### config.mk
export PLATFORM = sky130hd
export DESIGN_NAME = exec_unit
export DESIGN_NICKNAME = d
export VERILOG_FILES = /design/src/hdl/exec_pkg.sv /design/src/hdl/exec_alu.sv /design/src/hdl/exec_unit.sv
export SDC_FILE = /design/constraint.sdc
export NUM_CORES = 1
export LEC_CHECK = 0
export ABC_AREA = 0
export BUFFER_PORTS_ARGS = -buffer_cell sky130_fd_sc_hd__buf_2
export CAP_MARGIN = 10
export CORE_MARGIN = 8
export CORE_UTILIZATION = 55
export CTS_CLUSTER_SIZE = 20
export DETAILED_ROUTE_END_ITERATION = 7
export GPL_TIMING_DRIVEN = 1
export HOLD_SLACK_MARGIN = 0.08
export PLACE_DENSITY = 0.75
export SKIP_LAST_GASP = 1
export SLEW_MARGIN = 20
export SYNTH_ARGS = -nofsm -noshare
export SYNTH_HDL_FRONTEND = slang
export SYNTH_HIERARCHICAL = 1
export SYNTH_SLANG_ARGS = --single-unit
### constraint.sdc
create_clock -name clock -period 7.54 [get_ports clock]
set_input_delay 0.377 -clock clock [delete_from_list [all_inputs] [get_ports clock]]
set_output_delay 0.377 -clock clock [all_outputs]
set_load 0.02 [all_outputs]
### src/hdl/exec_pkg.sv
// Package: register map, command layout, opcodes, flags and timing for the execution unit
package exec_pkg;
    // Register byte offsets on the APB side
    localparam logic [7:0] CMD_OFS = 8'h00;
    localparam logic [7:0] ACC_OFS = 8'h04;
    localparam logic [7:0] STAT_OFS = 8'h08;
    localparam logic [7:0] PC_OFS = 8'h0C;
    localparam logic [7:0] WDT_OFS = 8'h10;
    localparam logic [7:0] MEM_OFS = 8'h40;
    // Data memory geometry
    localparam int MEM_WORDS = 16;
    localparam int MEM_AW = 4;
    // Program counter and stack geometry
    localparam int PC_W = 12;
    localparam int STACK_DEPTH = 4;
    localparam int SP_W = 2;
    // Reset values, clear byte and program counter step
    localparam logic [7:0] ACC_RST = 8'h00;
    localparam logic [PC_W-1:0] PC_RST = 12'h000;
    localparam logic [7:0] CLEAR_BYTE = 8'h00;
    localparam logic [PC_W-1:0] PC_STEP = 12'h001;
    // Timing: one watchdog tick per microsecond, watchdog period in ms
    localparam int CLK_MHZ = 100;
    localparam int TICK_US = 1;
    localparam int TICK_CYCLES = CLK_MHZ * TICK_US;
    localparam int WDT_TIME_MS = 1;
    localparam int WDT_TICKS = (WDT_TIME_MS * 1000) / TICK_US;
    localparam int TICK_W = 7;
    localparam int WDT_W = 16;

    // Instruction codes carried in the low nibble of the command word
    typedef enum logic [3:0] {
        OP_NOP = 4'h0,
        OP_ADD_MEM = 4'h1,
        OP_AND_ACC = 4'h2,
        OP_AND_IMM = 4'h3,
        OP_AND_MEM = 4'h4,
        OP_CALL = 4'h5,
        OP_CLR_BYTE = 4'h6,
        OP_CLR_BIT = 4'h7,
        OP_WDT_RESTART = 4'h8
    } op_e;

    // Command word as written to the command register
    typedef struct packed {
        logic [3:0] spare_hi;
        logic [PC_W-1:0] target;   // Call target; low byte is the immediate
        logic [4:0] spare_lo;
        logic [2:0] bit_sel;
        logic [MEM_AW-1:0] addr;
        op_e op;
    } cmd_s;

    // Status flags, bit 6 downward in the status register
    typedef struct packed {
        logic sleep_entry_flag;
        logic watchdog_expiry_flag;
        logic signed_borrow_flag;
        logic carry_flag;
        logic half_carry_flag;
        logic zero_flag;
        logic arith_sign_error_flag;
    } flags_s;
    localparam flags_s FLAGS_RST = 7'h00;

    // Result bundle from the ALU
    typedef struct packed {
        logic [7:0] value;
        logic to_mem;
        logic to_acc;
        flags_s flags;
    } alu_out_s;
endpackage

### src/hdl/exec_alu.sv
// Combinational ALU: computes the result and new flags of one instruction
`timescale 1ns/100ps
`default_nettype none
module exec_alu
    import exec_pkg::*;
(
    input wire op_e op,
    input wire logic [7:0] acc_in,
    input wire logic [7:0] mem_in,
    input wire logic [7:0] imm,
    input wire logic [2:0] bit_sel,
    input wire flags_s flags_in,
    output var alu_out_s res
);
    logic [8:0] sum9;      // Full sum with carry out
    logic [4:0] half5;     // Low nibble sum for half carry
    logic [7:0] bit_mask;  // One-hot mask of the selected bit

    // Result and flag selection per instruction
    always_comb begin
        sum9 = {1'b0, acc_in} + {1'b0, mem_in};
        half5 = {1'b0, acc_in[3:0]} + {1'b0, mem_in[3:0]};
        bit_mask = 8'h01 << bit_sel;
        res.value = CLEAR_BYTE;
        res.to_mem = 1'b0;
        res.to_acc = 1'b0;
        // Flags not touched below carry over unchanged
        res.flags = flags_in;
        case (op)
            OP_ADD_MEM: begin
                res.value = sum9[7:0];
                res.to_mem = 1'b1;
                res.flags.carry_flag = sum9[8];
                res.flags.half_carry_flag = half5[4];
                res.flags.zero_flag = (sum9[7:0] == CLEAR_BYTE);
                res.flags.arith_sign_error_flag = (acc_in[7] == mem_in[7])
                    && (sum9[7] != acc_in[7]);
                // Sign of the true result: overflow flips the stored sign
                res.flags.signed_borrow_flag = res.flags.arith_sign_error_flag
                    ^ sum9[7];
            end
            OP_AND_ACC: begin
                res.value = acc_in & mem_in;
                res.to_acc = 1'b1;
                res.flags.zero_flag = (res.value == CLEAR_BYTE);
            end
            OP_AND_IMM: begin
                res.value = acc_in & imm;
                res.to_acc = 1'b1;
                res.flags.zero_flag = (res.value == CLEAR_BYTE);
            end
            OP_AND_MEM: begin
                res.value = acc_in & mem_in;
                res.to_mem = 1'b1;
            end
            OP_CLR_BYTE: begin
                res.value = CLEAR_BYTE;
                res.to_mem = 1'b1;
            end
            OP_CLR_BIT: begin
                res.value = mem_in & ~bit_mask;
                res.to_mem = 1'b1;
            end
            default: begin
                // Call, watchdog restart and no-op do not touch data or flags
                res.value = CLEAR_BYTE;
            end
        endcase
    end
endmodule
`default_nettype wire

### src/hdl/exec_unit.sv
// Execution unit: APB-reached core running data, call and watchdog instructions
// What this block does
// - Add working register into memory byte, five flags
// - AND memory into working register, zero flag
// - AND immediate into working register, zero flag
// - AND working register into memory byte
// - Call pushes PC plus one, loads target
// - Call takes two instruction cycles
// - Clear byte writes zero, flags kept
// - Clear bit zeroes one bit only
// - Watchdog restart clears counter and two flags
`timescale 1ns/100ps
`default_nettype none
module exec_unit
    import exec_pkg::*;
#(
    parameter int WDT_LIMIT = WDT_TICKS  // Watchdog period in ticks
)
(
    input wire logic clock,
    input wire logic rst_n,
    input wire logic psel,
    input wire logic penable,
    input wire logic pwrite,
    input wire logic [7:0] paddr,
    input wire logic [31:0] pwdata,
    input wire logic sleep_enter,
    output logic [31:0] prdata,
    output logic pready,
    output logic pslverr,
    output logic call_busy
);
    logic [7:0] mem [MEM_WORDS];              // Data memory
    logic [PC_W-1:0] stack [STACK_DEPTH];     // Hardware return stack
    logic [SP_W-1:0] sp;                      // Next free stack slot
    logic [7:0] working_register;             // Accumulator
    flags_s flags;                            // Status flags
    logic [PC_W-1:0] pc;                      // Program counter
    logic [PC_W-1:0] call_target;             // Target held for the second call cycle
    logic [TICK_W-1:0] tick_cnt;              // Divider to the watchdog tick
    logic tick;                               // One-cycle tick enable
    logic [WDT_W-1:0] watchdog_counter;       // Watchdog tick count
    logic wdt_expire;                         // Counter reached its limit
    logic sleep_q1;                           // Sleep request synchroniser, stage 1
    logic sleep_q2;                           // Sleep request synchroniser, stage 2
    logic sleep_q3;                           // Delayed copy for edge detection
    logic access;                             // Access phase
    logic wr_done;                            // Write takes effect this edge
    logic exec_go;                            // Command write accepted
    cmd_s cmd;                                // Command word from the bus
    alu_out_s alu;                            // ALU result
    logic mem_hit;                            // Address falls in data memory
    logic [MEM_AW-1:0] mem_idx;               // Word index into data memory
    logic map_hit;                            // Address is mapped
    logic [31:0] next_rdata;                  // Read mux output

    // Byte offset to data memory index
    function automatic logic [MEM_AW-1:0] word_index(input logic [7:0] a);
        word_index = a[MEM_AW+1:2];
    endfunction

    assign access = psel && penable;
    assign wr_done = access && pready && pwrite;
    assign cmd = cmd_s'(pwdata);
    assign exec_go = wr_done && (paddr == CMD_OFS);
    assign mem_hit = (paddr >= MEM_OFS) && (paddr < MEM_OFS + 8'(4 * MEM_WORDS))
        && (paddr[1:0] == 2'b00);
    assign mem_idx = word_index(paddr);

    exec_alu u_alu (
        .op(cmd.op),
        .acc_in(working_register),
        .mem_in(mem[cmd.addr]),
        .imm(cmd.target[7:0]),
        .bit_sel(cmd.bit_sel),
        .flags_in(flags),
        .res(alu)
    );

    // Address decode and read mux; unmapped addresses read zero
    always_comb begin
        map_hit = 1'b1;
        next_rdata = 32'h0000_0000;
        if (paddr == CMD_OFS) begin
            next_rdata = 32'h0000_0000;
        end else if (paddr == ACC_OFS) begin
            next_rdata = {24'h00_0000, working_register};
        end else if (paddr == STAT_OFS) begin
            next_rdata = {25'h000_0000, flags};
        end else if (paddr == PC_OFS) begin
            next_rdata = {20'h0_0000, pc};
        end else if (paddr == WDT_OFS) begin
            next_rdata = {16'h0000, watchdog_counter};
        end else if (mem_hit) begin
            next_rdata = {24'h00_0000, mem[mem_idx]};
        end else begin
            map_hit = 1'b0;
        end
    end

    // APB answer: one wait state; held off while a call finishes
    always_ff @(posedge clock or negedge rst_n) begin
        if (!rst_n) begin
            pready <= 1'b0;
            prdata <= 32'h0000_0000;
            pslverr <= 1'b0;
        end else if (access && !pready && !call_busy) begin
            pready <= 1'b1;
            prdata <= pwrite ? 32'h0000_0000 : next_rdata;
            pslverr <= !map_hit;
        end else begin
            pready <= 1'b0;
            pslverr <= 1'b0;
        end
    end

    // Call sequencing: second cycle loads the target
    always_ff @(posedge clock or negedge rst_n) begin
        if (!rst_n) begin
            call_busy <= 1'b0;
            call_target <= PC_RST;
        end else begin
            call_busy <= exec_go && (cmd.op == OP_CALL);
            if (exec_go) begin
                call_target <= cmd.target;
            end
        end
    end

    // Program counter and return stack
    always_ff @(posedge clock or negedge rst_n) begin
        if (!rst_n) begin
            pc <= PC_RST;
            sp <= '0;
            for (int i = 0; i < STACK_DEPTH; i++) begin
                stack[i] <= PC_RST;
            end
        end else if (call_busy) begin
            pc <= call_target;
        end else if (exec_go) begin
            if (cmd.op == OP_CALL) begin
                // Push the return address; a full stack wraps over its oldest entry
                stack[sp] <= pc + PC_STEP;
                sp <= sp + 1'b1;
            end
            pc <= pc + PC_STEP;
        end else if (wr_done && paddr == PC_OFS) begin
            pc <= pwdata[PC_W-1:0];
        end
    end

    // Data memory: instruction results and direct bus writes
    always_ff @(posedge clock) begin
        if (exec_go && alu.to_mem) begin
            mem[cmd.addr] <= alu.value;
        end else if (wr_done && mem_hit) begin
            mem[mem_idx] <= pwdata[7:0];
        end
    end

    // Working register
    always_ff @(posedge clock or negedge rst_n) begin
        if (!rst_n) begin
            working_register <= ACC_RST;
        end else if (exec_go && alu.to_acc) begin
            working_register <= alu.value;
        end else if (wr_done && paddr == ACC_OFS) begin
            working_register <= pwdata[7:0];
        end
    end

    // Sleep request comes from a pin, so it is synchronised first
    always_ff @(posedge clock or negedge rst_n) begin
        if (!rst_n) begin
            sleep_q1 <= 1'b0;
            sleep_q2 <= 1'b0;
            sleep_q3 <= 1'b0;
        end else begin
            sleep_q1 <= sleep_enter;
            sleep_q2 <= sleep_q1;
            sleep_q3 <= sleep_q2;
        end
    end

    // Flags: ALU result on execute; expiry and sleep events win over the restart clear
    always_ff @(posedge clock or negedge rst_n) begin
        if (!rst_n) begin
            flags <= FLAGS_RST;
        end else begin
            if (exec_go) begin
                flags <= alu.flags;
                if (cmd.op == OP_WDT_RESTART) begin
                    flags.watchdog_expiry_flag <= 1'b0;
                    flags.sleep_entry_flag <= 1'b0;
                end
            end else if (wr_done && paddr == STAT_OFS) begin
                flags[4:0] <= pwdata[4:0];
            end
            if (wdt_expire) begin
                flags.watchdog_expiry_flag <= 1'b1;
            end
            if (sleep_q2 && !sleep_q3) begin
                flags.sleep_entry_flag <= 1'b1;
            end
        end
    end

    // Tick divider and watchdog counter; the restart clears both
    assign tick = (tick_cnt == TICK_W'(TICK_CYCLES - 1));
    assign wdt_expire = tick && (watchdog_counter == WDT_W'(WDT_LIMIT - 1));
    always_ff @(posedge clock or negedge rst_n) begin
        if (!rst_n) begin
            tick_cnt <= '0;
            watchdog_counter <= '0;
        end else if (exec_go && cmd.op == OP_WDT_RESTART) begin
            tick_cnt <= '0;
            watchdog_counter <= '0;
        end else begin
            tick_cnt <= tick ? '0 : tick_cnt + 1'b1;
            if (wdt_expire) begin
                watchdog_counter <= '0;
            end else if (tick) begin
                watchdog_counter <= watchdog_counter + 1'b1;
            end
        end
    end

    // Helper copies of the executed command for the checks below
    // Expiry and sleep events may set the top two flags at any edge, so checks mask them
    logic [7:0] chk_acc;
    logic [7:0] chk_mem;
    flags_s chk_flags;
    always_ff @(posedge clock) begin
        chk_acc <= working_register;
        chk_mem <= mem[cmd.addr];
        chk_flags <= flags;
    end
endmodule
`default_nettype wire

==> results of run 1 <==
## timing repair
action / CTS / global route
hold buffers: 5 / 1
resized for setup: 0 / 0
endpoints found under the hold margin: 5 / 84
## synth_stat cells, types with 20 or more instances
cell type	instances	area share
a21oi_1	60	0.026
a22o_1	20	0.015
buf_4	21	0.013
clkbuf_1	30	0.0096
dfrtp_1	84	0.18
edfxtp_1	128	0.33
mux2i_1	22	0.019
mux4_2	72	0.14
nand2_1	135	0.043
nand3_1	34	0.015
nor2_1	82	0.026
o21ai_0	39	0.017
## sequential cells by signal, indices dropped and copies added (netlist names)
name,cells
working_register,8
pready,1
call_busy,1
tick_cnt,7
sleep_q2,1
pslverr,1
watchdog_counter,16
mem,128
prdata,16
call_target,12
pc,12
sleep_q3,1
sleep_q1,1
flags,7
## final cells by class
class	count	area [µm²]	share of cell area
Sequential cell	212	5950	0.457
Multi-Input combinational cell	699	5380	0.414
Clock buffer	27	611	0.0470
Timing Repair Buffer	72	422	0.0324
Tap cell	275	344	0.0265
Clock inverter	15	248	0.0191
Inverter	13	48.8	0.00375
## metrics by stage
stage / utilization / cell area [µm²]
2_1_floorplan: - / 11800
3_3_place_gp: 0.576 / 12100
3_5_place_dp: 0.576 / 12100
4_1_cts: 0.619 / 13000
5_1_grt: 0.620 / 13000
6_report: 0.620 / 13000
## routing by layer
layer  track usage  up-vias  part of all wire
met2         0.394      458              0.49
met3        0.0476       89             0.081
met1         0.305     4360              0.39
met5             0        -                 0
li1              -     3816                 -
met4        0.0968        0             0.039
## path summary, 6_finish.rpt
| path | start | endpoint |
|---|---|---|
| hold reg to reg | sleep_q1 | sleep_q2 |
| min in group asynchronous | rst_n | call_target[7] |
| setup reg to reg | mem[10][5] | mem[13][7] |
| setup / recovery | pwdata[4] | mem[13][7] |
| hold / removal | pwdata[17] | call_target[1] |
| max in group asynchronous | rst_n | watchdog_counter[1] |
## power by group through the flow
stage               combinational [W]  clock (W)  sequential [W]
floorplan                    0.000153          0         0.00129
global placement             0.000228          0         0.00128
detailed placement           0.000233          0         0.00128
CTS                          0.000236    0.00128         0.00126
global route                 0.000256    0.00132         0.00126
finish                       0.000239    0.00127         0.00126
## critical path, stage by stage
cell and delay [ps]:
buf_2 70, buf_4 590, mux4_2 630, mux4_2 580, ha_1 300, nor3_1 290
o21ai_0 140, a21oi_1 370, xnor2_1 160, a21o_1 250, nand2_1 80, nand2_1 310
## cell families after synthesis
kind of cell	Yosys count	share of synthesized area
adder cells (fa/ha/maj)	12	0.0135
AO/OA/AOI/OAI	189	0.106
AND/OR/NAND/NOR	358	0.153
other	1	0.000320
flip-flops	212	0.507
multiplexers	101	0.164
XOR/XNOR	23	0.0172
buffers and inverters	88	0.0387
==> results.md, run 1 <==
- Crit-path max FO: 40
- P per Cell Area: 213 mW/mm²
- Post-synthesis cell type count: 79
- Post-synth top flop: edfxtp_1
- Root Driver: clkbuf_16
- Initial antenna violation count: 0
- Final worst slack: 3520 ps
- Via count: 8723
- Seq pwr share: 0.456
- Total gr overflow: 0
- Pre-CTS WS: 3020 ps
- Vias in the first global route: around 8500
- Pleak: 4.98 nW
- CTS Sinks: 212
- Commonest non-fill, non-tap cell in the layout: nand2_1
- Layout cells sized above 1: 0.196
- Max-cap viol count: 0
- Area of the core: around 0.021 mm²
- N_diodes: 0
- Post-synthesis register bit count: approximately 210
- Comb pwr share: 0.086
- Dpl cells: 1265
- Peak VDD IR: just under 200 µV
- Slew @ Worst Pin: 1100 ps
- Initial core utilization: 0.559
- Finished Layout Cells: approximately 1300
- Final Max Tran Viols: 0
- Fmax: 249 MHz
- Design Power: 0.00277 W
- CTS clk-pin slew, worst paths: approximately 60 ps
- Post-DRT Antenna Nets: 0
- Int Power: roughly 0.0021 W
- Sequential-to-total area share from yosys stat: 0.507
- H-tree depth: 1
- Avg Vias per Cell: 6.64
- Setup Skew: roughly 15 ps
- Fin Hold WS: 97.1 ps
- First-pass GRT wire length: 48900 µm
- Worst hold path class: in2reg
- Setup slack, reg-to-reg: roughly 3800 ps
- Drc violations: 0
- CTS tree: yes
- Synth-to-Final Area Change: 10.9%
- Most frequent cells in the layout: nand2_1, edfxtp_1, dfrtp_1
- I/O pin count: 81
- Crit end category: flop
- Final setup viols: 0
- RSZ-0062 raised after global routing: false
- CP required: slightly below 8000 ps
- Post-synthesis instance area: approximately 0.012 mm²
- RePlAce Congestion: 0.925
- Status: complete, no violations
- Worst EP arrival: 4180 ps
- Final Cycle Share: 0.533
- P_sw: 0.000645 W
- 1st-iter DRT viols: 922
- DR pass1 iterations: 5
- Hold depth: 3
- Yosys warns: 6
- Worst slew margin: 0.259
- Total GRT Usage: 0.239
- Die Span X: 162 µm
- Async SR Flop Fraction: 0.396
- Fillers: 1596
- Final hold vios: 0
- Detailed-placement wirelength estimate: 21500 µm
- Worst-Skew Late Latency: 530 ps
- IO Port Bufs: 56
- Worst r2r path cells: 10
- DIE AREA: 0.0262 mm²
- Startpoint Class: primary input
- Largest net degree at the start of global routing: 85
- Row Count: 53
- Max Buffers Root-to-Sink: 3
- Worst Path Class, Setup: in2reg
- Tmin final: 4020 ps
- Final nets: 1079
- Clock power frac: 0.458
- DR WL/cell: 24.1 µm
- Die Y: about 160 µm
- Post-synth EDFFs: 128
- Synthesized netlist cell count: slightly below 1000
- CTS buffer count: 23
- Setup TNS: 0 ps
- Avg Inst Size Synth: 11.9 µm²
- Post-Route WL: 31700 µm
- Setup bufs post-CTS: 0
- Switching part of the total power: 0.233
Power figures use the tool's default switching activity.
==> inputs of run 2 (changes only) <==
- ABC_AREA: 0 -> 1
- PLACE_DENSITY: 0.75 -> 0.74
- clock period: 7.54 -> 4 ns (I/O delays scaled with it)
==> run 2 against run 1 <==
- power up 87%
- final area up 7.8%
- via count up 29%
- utilization up 0.42 points
- setup slack worse by 2600 ps
- largest power group is now registers
- clock power up 76%
- die area up 5.7%
==> results.md, run 2 <==
- Worst-Skew Late Latency: 530 ps (about the same)
- Most frequent cells in the layout: nand2_1, nor2_1, inv_1
- Post-Route WL: 35800 µm (+13%)
- Met3 Use GR: 0.0392 (-0.00834)
- Largest net degree at the start of global routing: 67 (-21%)
- Total GRT Usage: 0.252 (+0.0132)
- Avg Inst Size Synth: 7.97 µm² (-33%)
- Final worst slack: 883 ps (-2640 ps)
- 1st-iter DRT viols: 1212 (+31%)
- GR Util met1: 0.329 (+0.0242)
- Post-synthesis instance area: 0.0125 mm² (+6.3%)
- CTS Hold Bufs: 24 (+19)
- Switching part of the total power: 0.255 (+0.0223)
- P per Cell Area: 370 mW/mm² (+74%)
- Post-synth top area cell: edfxtp_1
- Crit end category: flop
- Startpoint Class: flop
- Fillers: 1915 (+20%)
- Initial core utilization: 0.555 (-0.00401)
- Total gr overflow: 0 (unchanged)
- Worst EP arrival: 3300 ps (-880 ps)
- Clock power frac: 0.430 (-0.028)
- Die Span X: 166 µm (+2.8%)
- Drc violations: 0 (unchanged)
- Reg2reg start: mem[10][0]
- CTS buffer count: 24 (+4.3%)
- Most used cell, CP: nand2_1
- Setup Skew: 16.4 ps (+1.24 ps)
- Pleak: 6.44 nW (+29%)
- Final Max Tran Viols: 0 (unchanged)
- Worst hold path class: in2reg
- Setup TNS: 0 ps (unchanged)
- I/O pin count: 81 (unchanged)
- First-pass GRT wire length: 56400 µm (+15%)
- Hold depth: 3 (unchanged)
- IO Port Bufs: 56 (unchanged)
- RSZ-0062 raised after global routing: false
- Final hold vios: 0 (unchanged)
- Multiplexer share of the synthesized area: 0 (-0.164)
- Vias in the first global route: 10623 (+24%)
- Slew @ Worst Pin: 992 ps (-110 ps)
- Hold_sp: pwdata[9]
- Post-synthesis cell type count: 50 (-37%)
- CTS Sinks: 212 (unchanged)
- Peak VDD IR: 390 µV (+97%)
- Status: complete, no violations
- Via count: 11246 (+29%)
- Worst slew margin: 0.334 (+0.0746)
- Final nets: 1690 (+57%)
- Int Power: 0.00387 W (+82%)
- CTS clk-pin slew, worst paths: 60 ps (about the same)
- Sequential-to-total area share from yosys stat: 0.477 (-0.0300)
- Area of the core: 0.0224 mm² (+7.1%)
- Post-DRT Antenna Nets: 0 (unchanged)
- Pre-CTS WS: 384 ps (-2630 ps)
- Final Cycle Share: 0.779
- Die Y: 166 µm (+2.8%)
- RePlAce Congestion: 0.921 (-0.34%)
- CTS tree: yes
- Top Registers: mem: 128 flops, prdata: 16 flops, watchdog_counter: 16 flops
- Post-synth top flop: edfxtp_1
- Main combinational cell family by area after synthesis: simple AND/OR/NAND/NOR gates
- Commonest non-fill, non-tap cell in the layout: nand2_1
- CP max stage delay: 550 ps (-80 ps)
- Hold EP: pc[9]
- Worst Path Class, Setup: reg2reg
- Avg Vias per Cell: 5.81 (-13%)
- XOR/XNOR Fraction of Synth Area: 0.00844 (-0.00875)
- Top cell type's share of synthesized area: 0.309 (-0.0194)
- Root Driver: clkbuf_16
- Setup slack, reg-to-reg: 880 ps (-2910 ps)
- Worst r2r path cells: 12 (+2)
- Synth top cells by count: nand2_1, nor2_1, inv_1
- Tmin final: 3120 ps
- Top post-synthesis cells by area: edfxtp_1, dfrtp_1, nand2_1
- DR WL/cell: 18.5 µm (-23%)
- CP required: 4180 ps (-3520 ps)
- Post-synth EDFFs: 128 (unchanged)
- Async SR Flop Fraction: 0.396 (unchanged)
- Yosys warns: 6 (unchanged)
- DR pass1 iterations: 5 (unchanged)
- Max stage delay cell, worst path: o21ai_1
- CP Cell Sequence: o21ai_0 -> o22ai_1 -> o211ai_1 -> nand2_1 -> ha_1 -> inv_1 -> fa_1 -> xnor2_1 -> a21oi_1 -> nand3_1 -> nand2_1 -> o21ai_1
- Synth Area in Compound Gates: 0.134 (+0.0276)
- Detailed-placement wirelength estimate: 24300 µm (+13%)
- Setup bufs post-CTS: 0 (unchanged)
- Synth-to-Final Area Change: 12.5%
- H-tree depth: 1 (unchanged)
- Global Route met2 Usage: 0.405 (+0.0109)
- N_diodes: 0 (unchanged)
- P_sw: 0.00132 W (+110%)
- Crit-path max FO: 16 (-60%)
- Row Count: 55 (+3.8%)
- Largest register FFs: 128 (unchanged)
- Max-cap viol count: 0 (unchanged)
- Count leader, synth: nand2_1
- Top Usage Layer GRT: met2
- Comb pwr share: 0.112 (+0.026)
- Seq pwr share: 0.458 (+0.002)
- Reg-to-reg endpoint: mem[7][2]
- Post-synthesis register bit count: 212 (unchanged)
- DIE AREA: 0.0277 mm² (+5.7%)
- Layout cells sized above 1: 0.116 (-0.0792)
- Initial antenna violation count: 0 (unchanged)
- Max Buffers Root-to-Sink: 3 (unchanged)
- Adder-Cell Fraction of Synth Area: 0.0127 (-0.000796)
- Simple-gate portion of the synthesized area: 0.285 (+0.132)
- Number of gates resized after CTS: 0 (unchanged)
- Top reg by flops: mem
- Final setup viols: 0 (unchanged)
- Fmax: 321 MHz
- Synthesized netlist cell count: 1563 (+59%)
==> run 2: cell count changes after synthesis, sizes merged, moves of 18 or more <==
cell    delta
nand2    +381
inv      +128
o21ai     +96
mux4      -72
nor2      +68
nand3     +56
mux2i     -22
a22o      -20
o221ai    +18
==> run 2: power groups by stage <==
stage	clock network (W)	registers (W)	logic [W]
detailed placement	0	0.00242	0.000551
floorplan	0	0.00242	0.000369
CTS	0.00226	0.00238	0.000570
global route	0.00233	0.00238	0.000639
global placement	0	0.00242	0.000540
finish	0.00223	0.00238	0.000579
==> run 2: stage by stage <==
stage | cells | hold slack [ps] | util | total power, W | cell area [µm²]
after global routing | 1935 | 142 | 0.625 | 0.00535 | 14000
after floorplan | 1578 | -95.6 | - | 0.00279 | 12500
after detailed placement | 1867 | 303 | 0.577 | 0.00297 | 13000
after CTS | 1935 | 107 | 0.624 | 0.00521 | 14000
final | 1935 | 126 | 0.625 | 0.00519 | 14000
after global placement | 1867 | 311 | 0.577 | 0.00296 | 13000
==> run 2: logic make-up after synthesis <==
| family | Yosys count |
|---|---|
| buf+inv | 229 |
| compound gates | 282 |
| fa+ha+maj | 12 |
| flops | 212 |
| other cells | 1 |
| xor+xnor | 12 |
| simple gates | 815 |
==> run 2: worst max-delay path, delay by kind of cell, from the launching register on <==
kind / cells / cell delay [ps]
AO/OA/AOI/OAI: 5 / 1150
XOR/XNOR: 1 / 200
adder cells (fa/ha/maj): 2 / 600
buffers and inverters: 1 / 50
flip-flops: 1 / 350
AND/OR/NAND/NOR: 3 / 420
==> run 2: worst max-delay path by stage <==
| stage | to | start | depth (start not counted) | slack (ps) |
|---|---|---|---|---|
| 2_1_floorplan | mem[0][6] | pwdata[4] | 20 | 840 |
| 3_3_place_gp | mem[13][4] | pwdata[5] | 16 | 460 |
| 3_5_place_dp | mem[11][4] | pwdata[5] | 16 | 380 |
| 4_1_cts | mem[0][5] | mem[13][3] | 15 | 620 |
| 5_1_grt | mem[7][2] | mem[14][0] | 12 | 600 |
| 6_report | mem[7][2] | mem[10][0] | 12 | 880 |
==> run 2: layer usage <==
metal / up-vias / routed length (µm)
met5: - / 0
met4: 0 / 1590
met3: 99 / 3290
met2: 576 / 16500
met1: 5221 / 14400
li1: 5350 / -
==> run 2: layout make-up <==
cell class	count	area [µm²]	area share
inverter	142	539	0.0385
multi-input combinational	1137	5550	0.396
timing repair buffer	115	811	0.0579
tap	285	357	0.0255
sequential	212	5950	0.424
clock buffer	27	632	0.0451
clock inverter	17	179	0.0128
==> inputs of run 3 (changes only) <==
- ABC_AREA: 1 -> 0
- PLACE_DENSITY: 0.74 -> 0.78
- clock period: 4 -> 2.85 ns (I/O delays scaled with it)
==> run 3 against run 2 <==
- largest power group unchanged
- final area down 0.78%
- the run now ends with negative setup slack left
- sequential share of layout area is 0.33 points higher
- highest routed layer unchanged
- clock-buffer cell count is 5 higher
- routed wire length is 5.1% lower
- power rose by 40%
- critical path depth fell by 2
- final cell count decreased by 28%
==> results.md, run 3 (same netlist as run 1, synthesis figures left out) <==
- Row Count: 53 (-3.6%)
- Drc violations: 0 (unchanged)
- Final setup viols: 104 (+104)
- H-tree depth: 1 (unchanged)
- Post-DRT Antenna Nets: 0 (unchanged)
- Top reg by flops: mem
- CTS Sinks: 212 (unchanged)
- Max Buffers Root-to-Sink: 3 (unchanged)
- Pre-CTS WS: -473 ps (-858 ps)
- IO Port Bufs: 56 (unchanged)
- Final Max Tran Viols: 0 (unchanged)
- Crit-path max FO: 8 (-8)
- Pleak: 5.45 nW (-15%)
- Initial antenna violation count: 0 (unchanged)
- I/O pin count: 81 (unchanged)
- First-pass GRT wire length: 52300 µm (-7.2%)
- Fillers: 1548 (-19%)
- Final worst slack: -403 ps (-1290 ps)
- DR pass1 iterations: 6 (+1)
- CP delay by family, top: compound AO/OA/AOI/OAI gates
- Largest register FFs: 128 (unchanged)
- Final hold vios: 0 (unchanged)
- Worst-Skew Late Latency: 530 ps (about the same)
- Tmin final: 3250 ps (+136 ps)
- DIE AREA: 0.0262 mm² (-5.4%)
- CTS clk-pin slew, worst paths: 60 ps (about the same)
- Final nets: 1165 (-31%)
- Worst EP arrival: 3500 ps (+200 ps)
- Top Registers: mem: 128 flops, prdata: 16 flops, watchdog_counter: 16 flops
- Total GRT Usage: 0.258 (+0.00581)
- Fin Hold WS: 104 ps (-22.1 ps)
- Final instance area: 0.0139 mm² (-0.78%)
- Critical path buffers and inverters: 0 (-1)
- Worst slew margin: 0.484 (+0.150)
- Startpoint Class: flop
- Layout cells sized above 1: 0.271 (+0.155)
- Most frequent cells in the layout: nand2_1, edfxtp_1, dfrtp_1
- Area of the core: 0.0210 mm² (-6.6%)
- Setup Skew: 15.5 ps (-0.928 ps)
- Fmax: 307 MHz (-4.2%)
- DR WL/cell: 24.3 µm (+31%)
- P per Cell Area: 524 mW/mm² (+42%)
- Max-cap viol count: 0 (unchanged)
- Detailed-placement wirelength estimate: 24100 µm (-0.67%)
- Worst hold path class: in2reg
- CTS tree: yes
- Final Cycle Share: 1.14 (+0.362)
- Crit end category: flop
- Die Y: 162 µm (-2.7%)
- CP max stage delay: 520 ps (-30 ps)
- Most used cell, CP: mux4_2
- 1st-iter DRT viols: 932 (-23%)
- RePlAce Congestion: 1.02 (+11%)
- CP required: 3100 ps (-1080 ps)
- CTS buffer count: 23 (-4.2%)
- Area post-placement: 0.0128 mm² (-1.1%)
- Area of the multi-input gates: 0.00556 mm² (+0.16%)
- Avg Vias per Cell: 6.43 (+11%)
- Root Driver: clkbuf_16
- Commonest non-fill, non-tap cell in the layout: nand2_1
- Via count: 8990 (-20%)
- Max stage delay cell, worst path: mux4_2
- Setup slack, reg-to-reg: -400 ps (-1290 ps)
- Initial core utilization: 0.559 (+0.00401)
- CP Cell Sequence: mux4_2 -> mux4_2 -> ha_4 -> nand2b_4 -> a211o_1 -> a21oi_2 -> a211oi_2 -> a221o_1 -> nand2_2 -> o21ai_4
- RSZ-0062 raised after global routing: true
- N_diodes: 0 (unchanged)
- Register area: 0.00595 mm² (unchanged)
- Design Power: 0.00729 W (+40%)
- Slew @ Worst Pin: 768 ps (-224 ps)
- Failing checks: negative setup slack
- Vias in the first global route: 9071 (-15%)
- Post-Route WL: 33900 µm (-5.1%)
- Peak VDD IR: 854 µV (+120%)
- Synth-to-Final Area Change: 18.6%
- Die Span X: 162 µm (-2.7%)
- Largest net degree at the start of global routing: 48 (-28%)
- Status: finished, violations left
- Total gr overflow: 0 (unchanged)
- Worst Path Class, Setup: reg2reg
-- run 3: changes by cell type in the layout (fill, tap and decap cells not counted), moves of 12 or more --
| cell | delta |
|---|---|
| o22ai_1 | -13 |
| buf_4 | +45 |
| nand2_1 | -373 |
| mux2i_1 | +22 |
| a22o_1 | +20 |
| nor2_1 | -61 |
| o221ai_1 | -18 |
| o21ai_0 | -89 |
| xnor2_1 | +14 |
| o211ai_1 | -12 |
| mux4_2 | +72 |
| nand3_1 | -54 |
| inv_1 | -117 |
-- run 3: power by group --
part	leakage [nW]	internal [W]	switching [W]
clock	0.407	0.00198	0.00126
combinational	2.77	0.000307	0.000411
sequential	2.28	0.00329	0.0000387
total	5.45	0.00558	0.00171
-- run 3: timing repair --
item	CTS	global route
endpoints found under the hold margin	74	0
setup endpoints to repair	119	122
setup buffers	1	2
hold buffers	15	0
gates cloned	0	1
pin swaps	5	3
gates resized for setup	10	6
-- run 3: path summary, 6_finish.rpt --
| check | startpoint | end | depth (start not counted) |
|---|---|---|---|
| min in group asynchronous | rst_n | call_target[8] | 2 |
| max in group asynchronous | rst_n | watchdog_counter[11] | 3 |
| hold / removal | pwdata[3] | call_busy | 4 |
| setup reg to reg | mem[5][2] | mem[0][6] | 10 |
| hold reg to reg | sleep_q1 | sleep_q2 | 0 |
| setup / recovery | mem[5][2] | mem[0][6] | 10 |
-- run 3: per-stage QoR --
| stage | std cells | TNS [ps] | utilization |
|---|---|---|---|
| floorplan | 999 | -2090 | - |
| global placement | 1338 | -34010 | 0.612 |
| detailed placement | 1338 | -37890 | 0.612 |
| CTS | 1396 | -19310 | 0.660 |
| global route | 1399 | -34650 | 0.663 |
| finish | 1399 | -21570 | 0.663 |
-- run 3: cell type report --
cell class                 instances  share of cell area
clock buffer                      32              0.0467
sequential                       212               0.428
multi-input combinational        700               0.400
clock inverter                    10              0.0129
tap                              275              0.0248
inverter                          13             0.00351
timing repair buffer             157              0.0848
-- run 3: per-layer routing --
layer	wire (µm)	track usage	vias to the layer above
met5	0	0	-
met4	1150	0.0880	0
met3	2710	0.0428	81
met2	17100	0.443	419
met1	13000	0.326	4504
li1	-	-	3986
-- run 3: worst reg2reg max path, delay by kind of cell, from the launching register on --
| kind | cells | cell delay (ps) |
|---|---|---|
| muxes | 2 | 980 |
| adders and majority gates | 1 | 320 |
| DFF | 1 | 440 |
| and+or+nand+nor | 2 | 200 |
| AOI/OAI and AO/OA | 5 | 1020 |
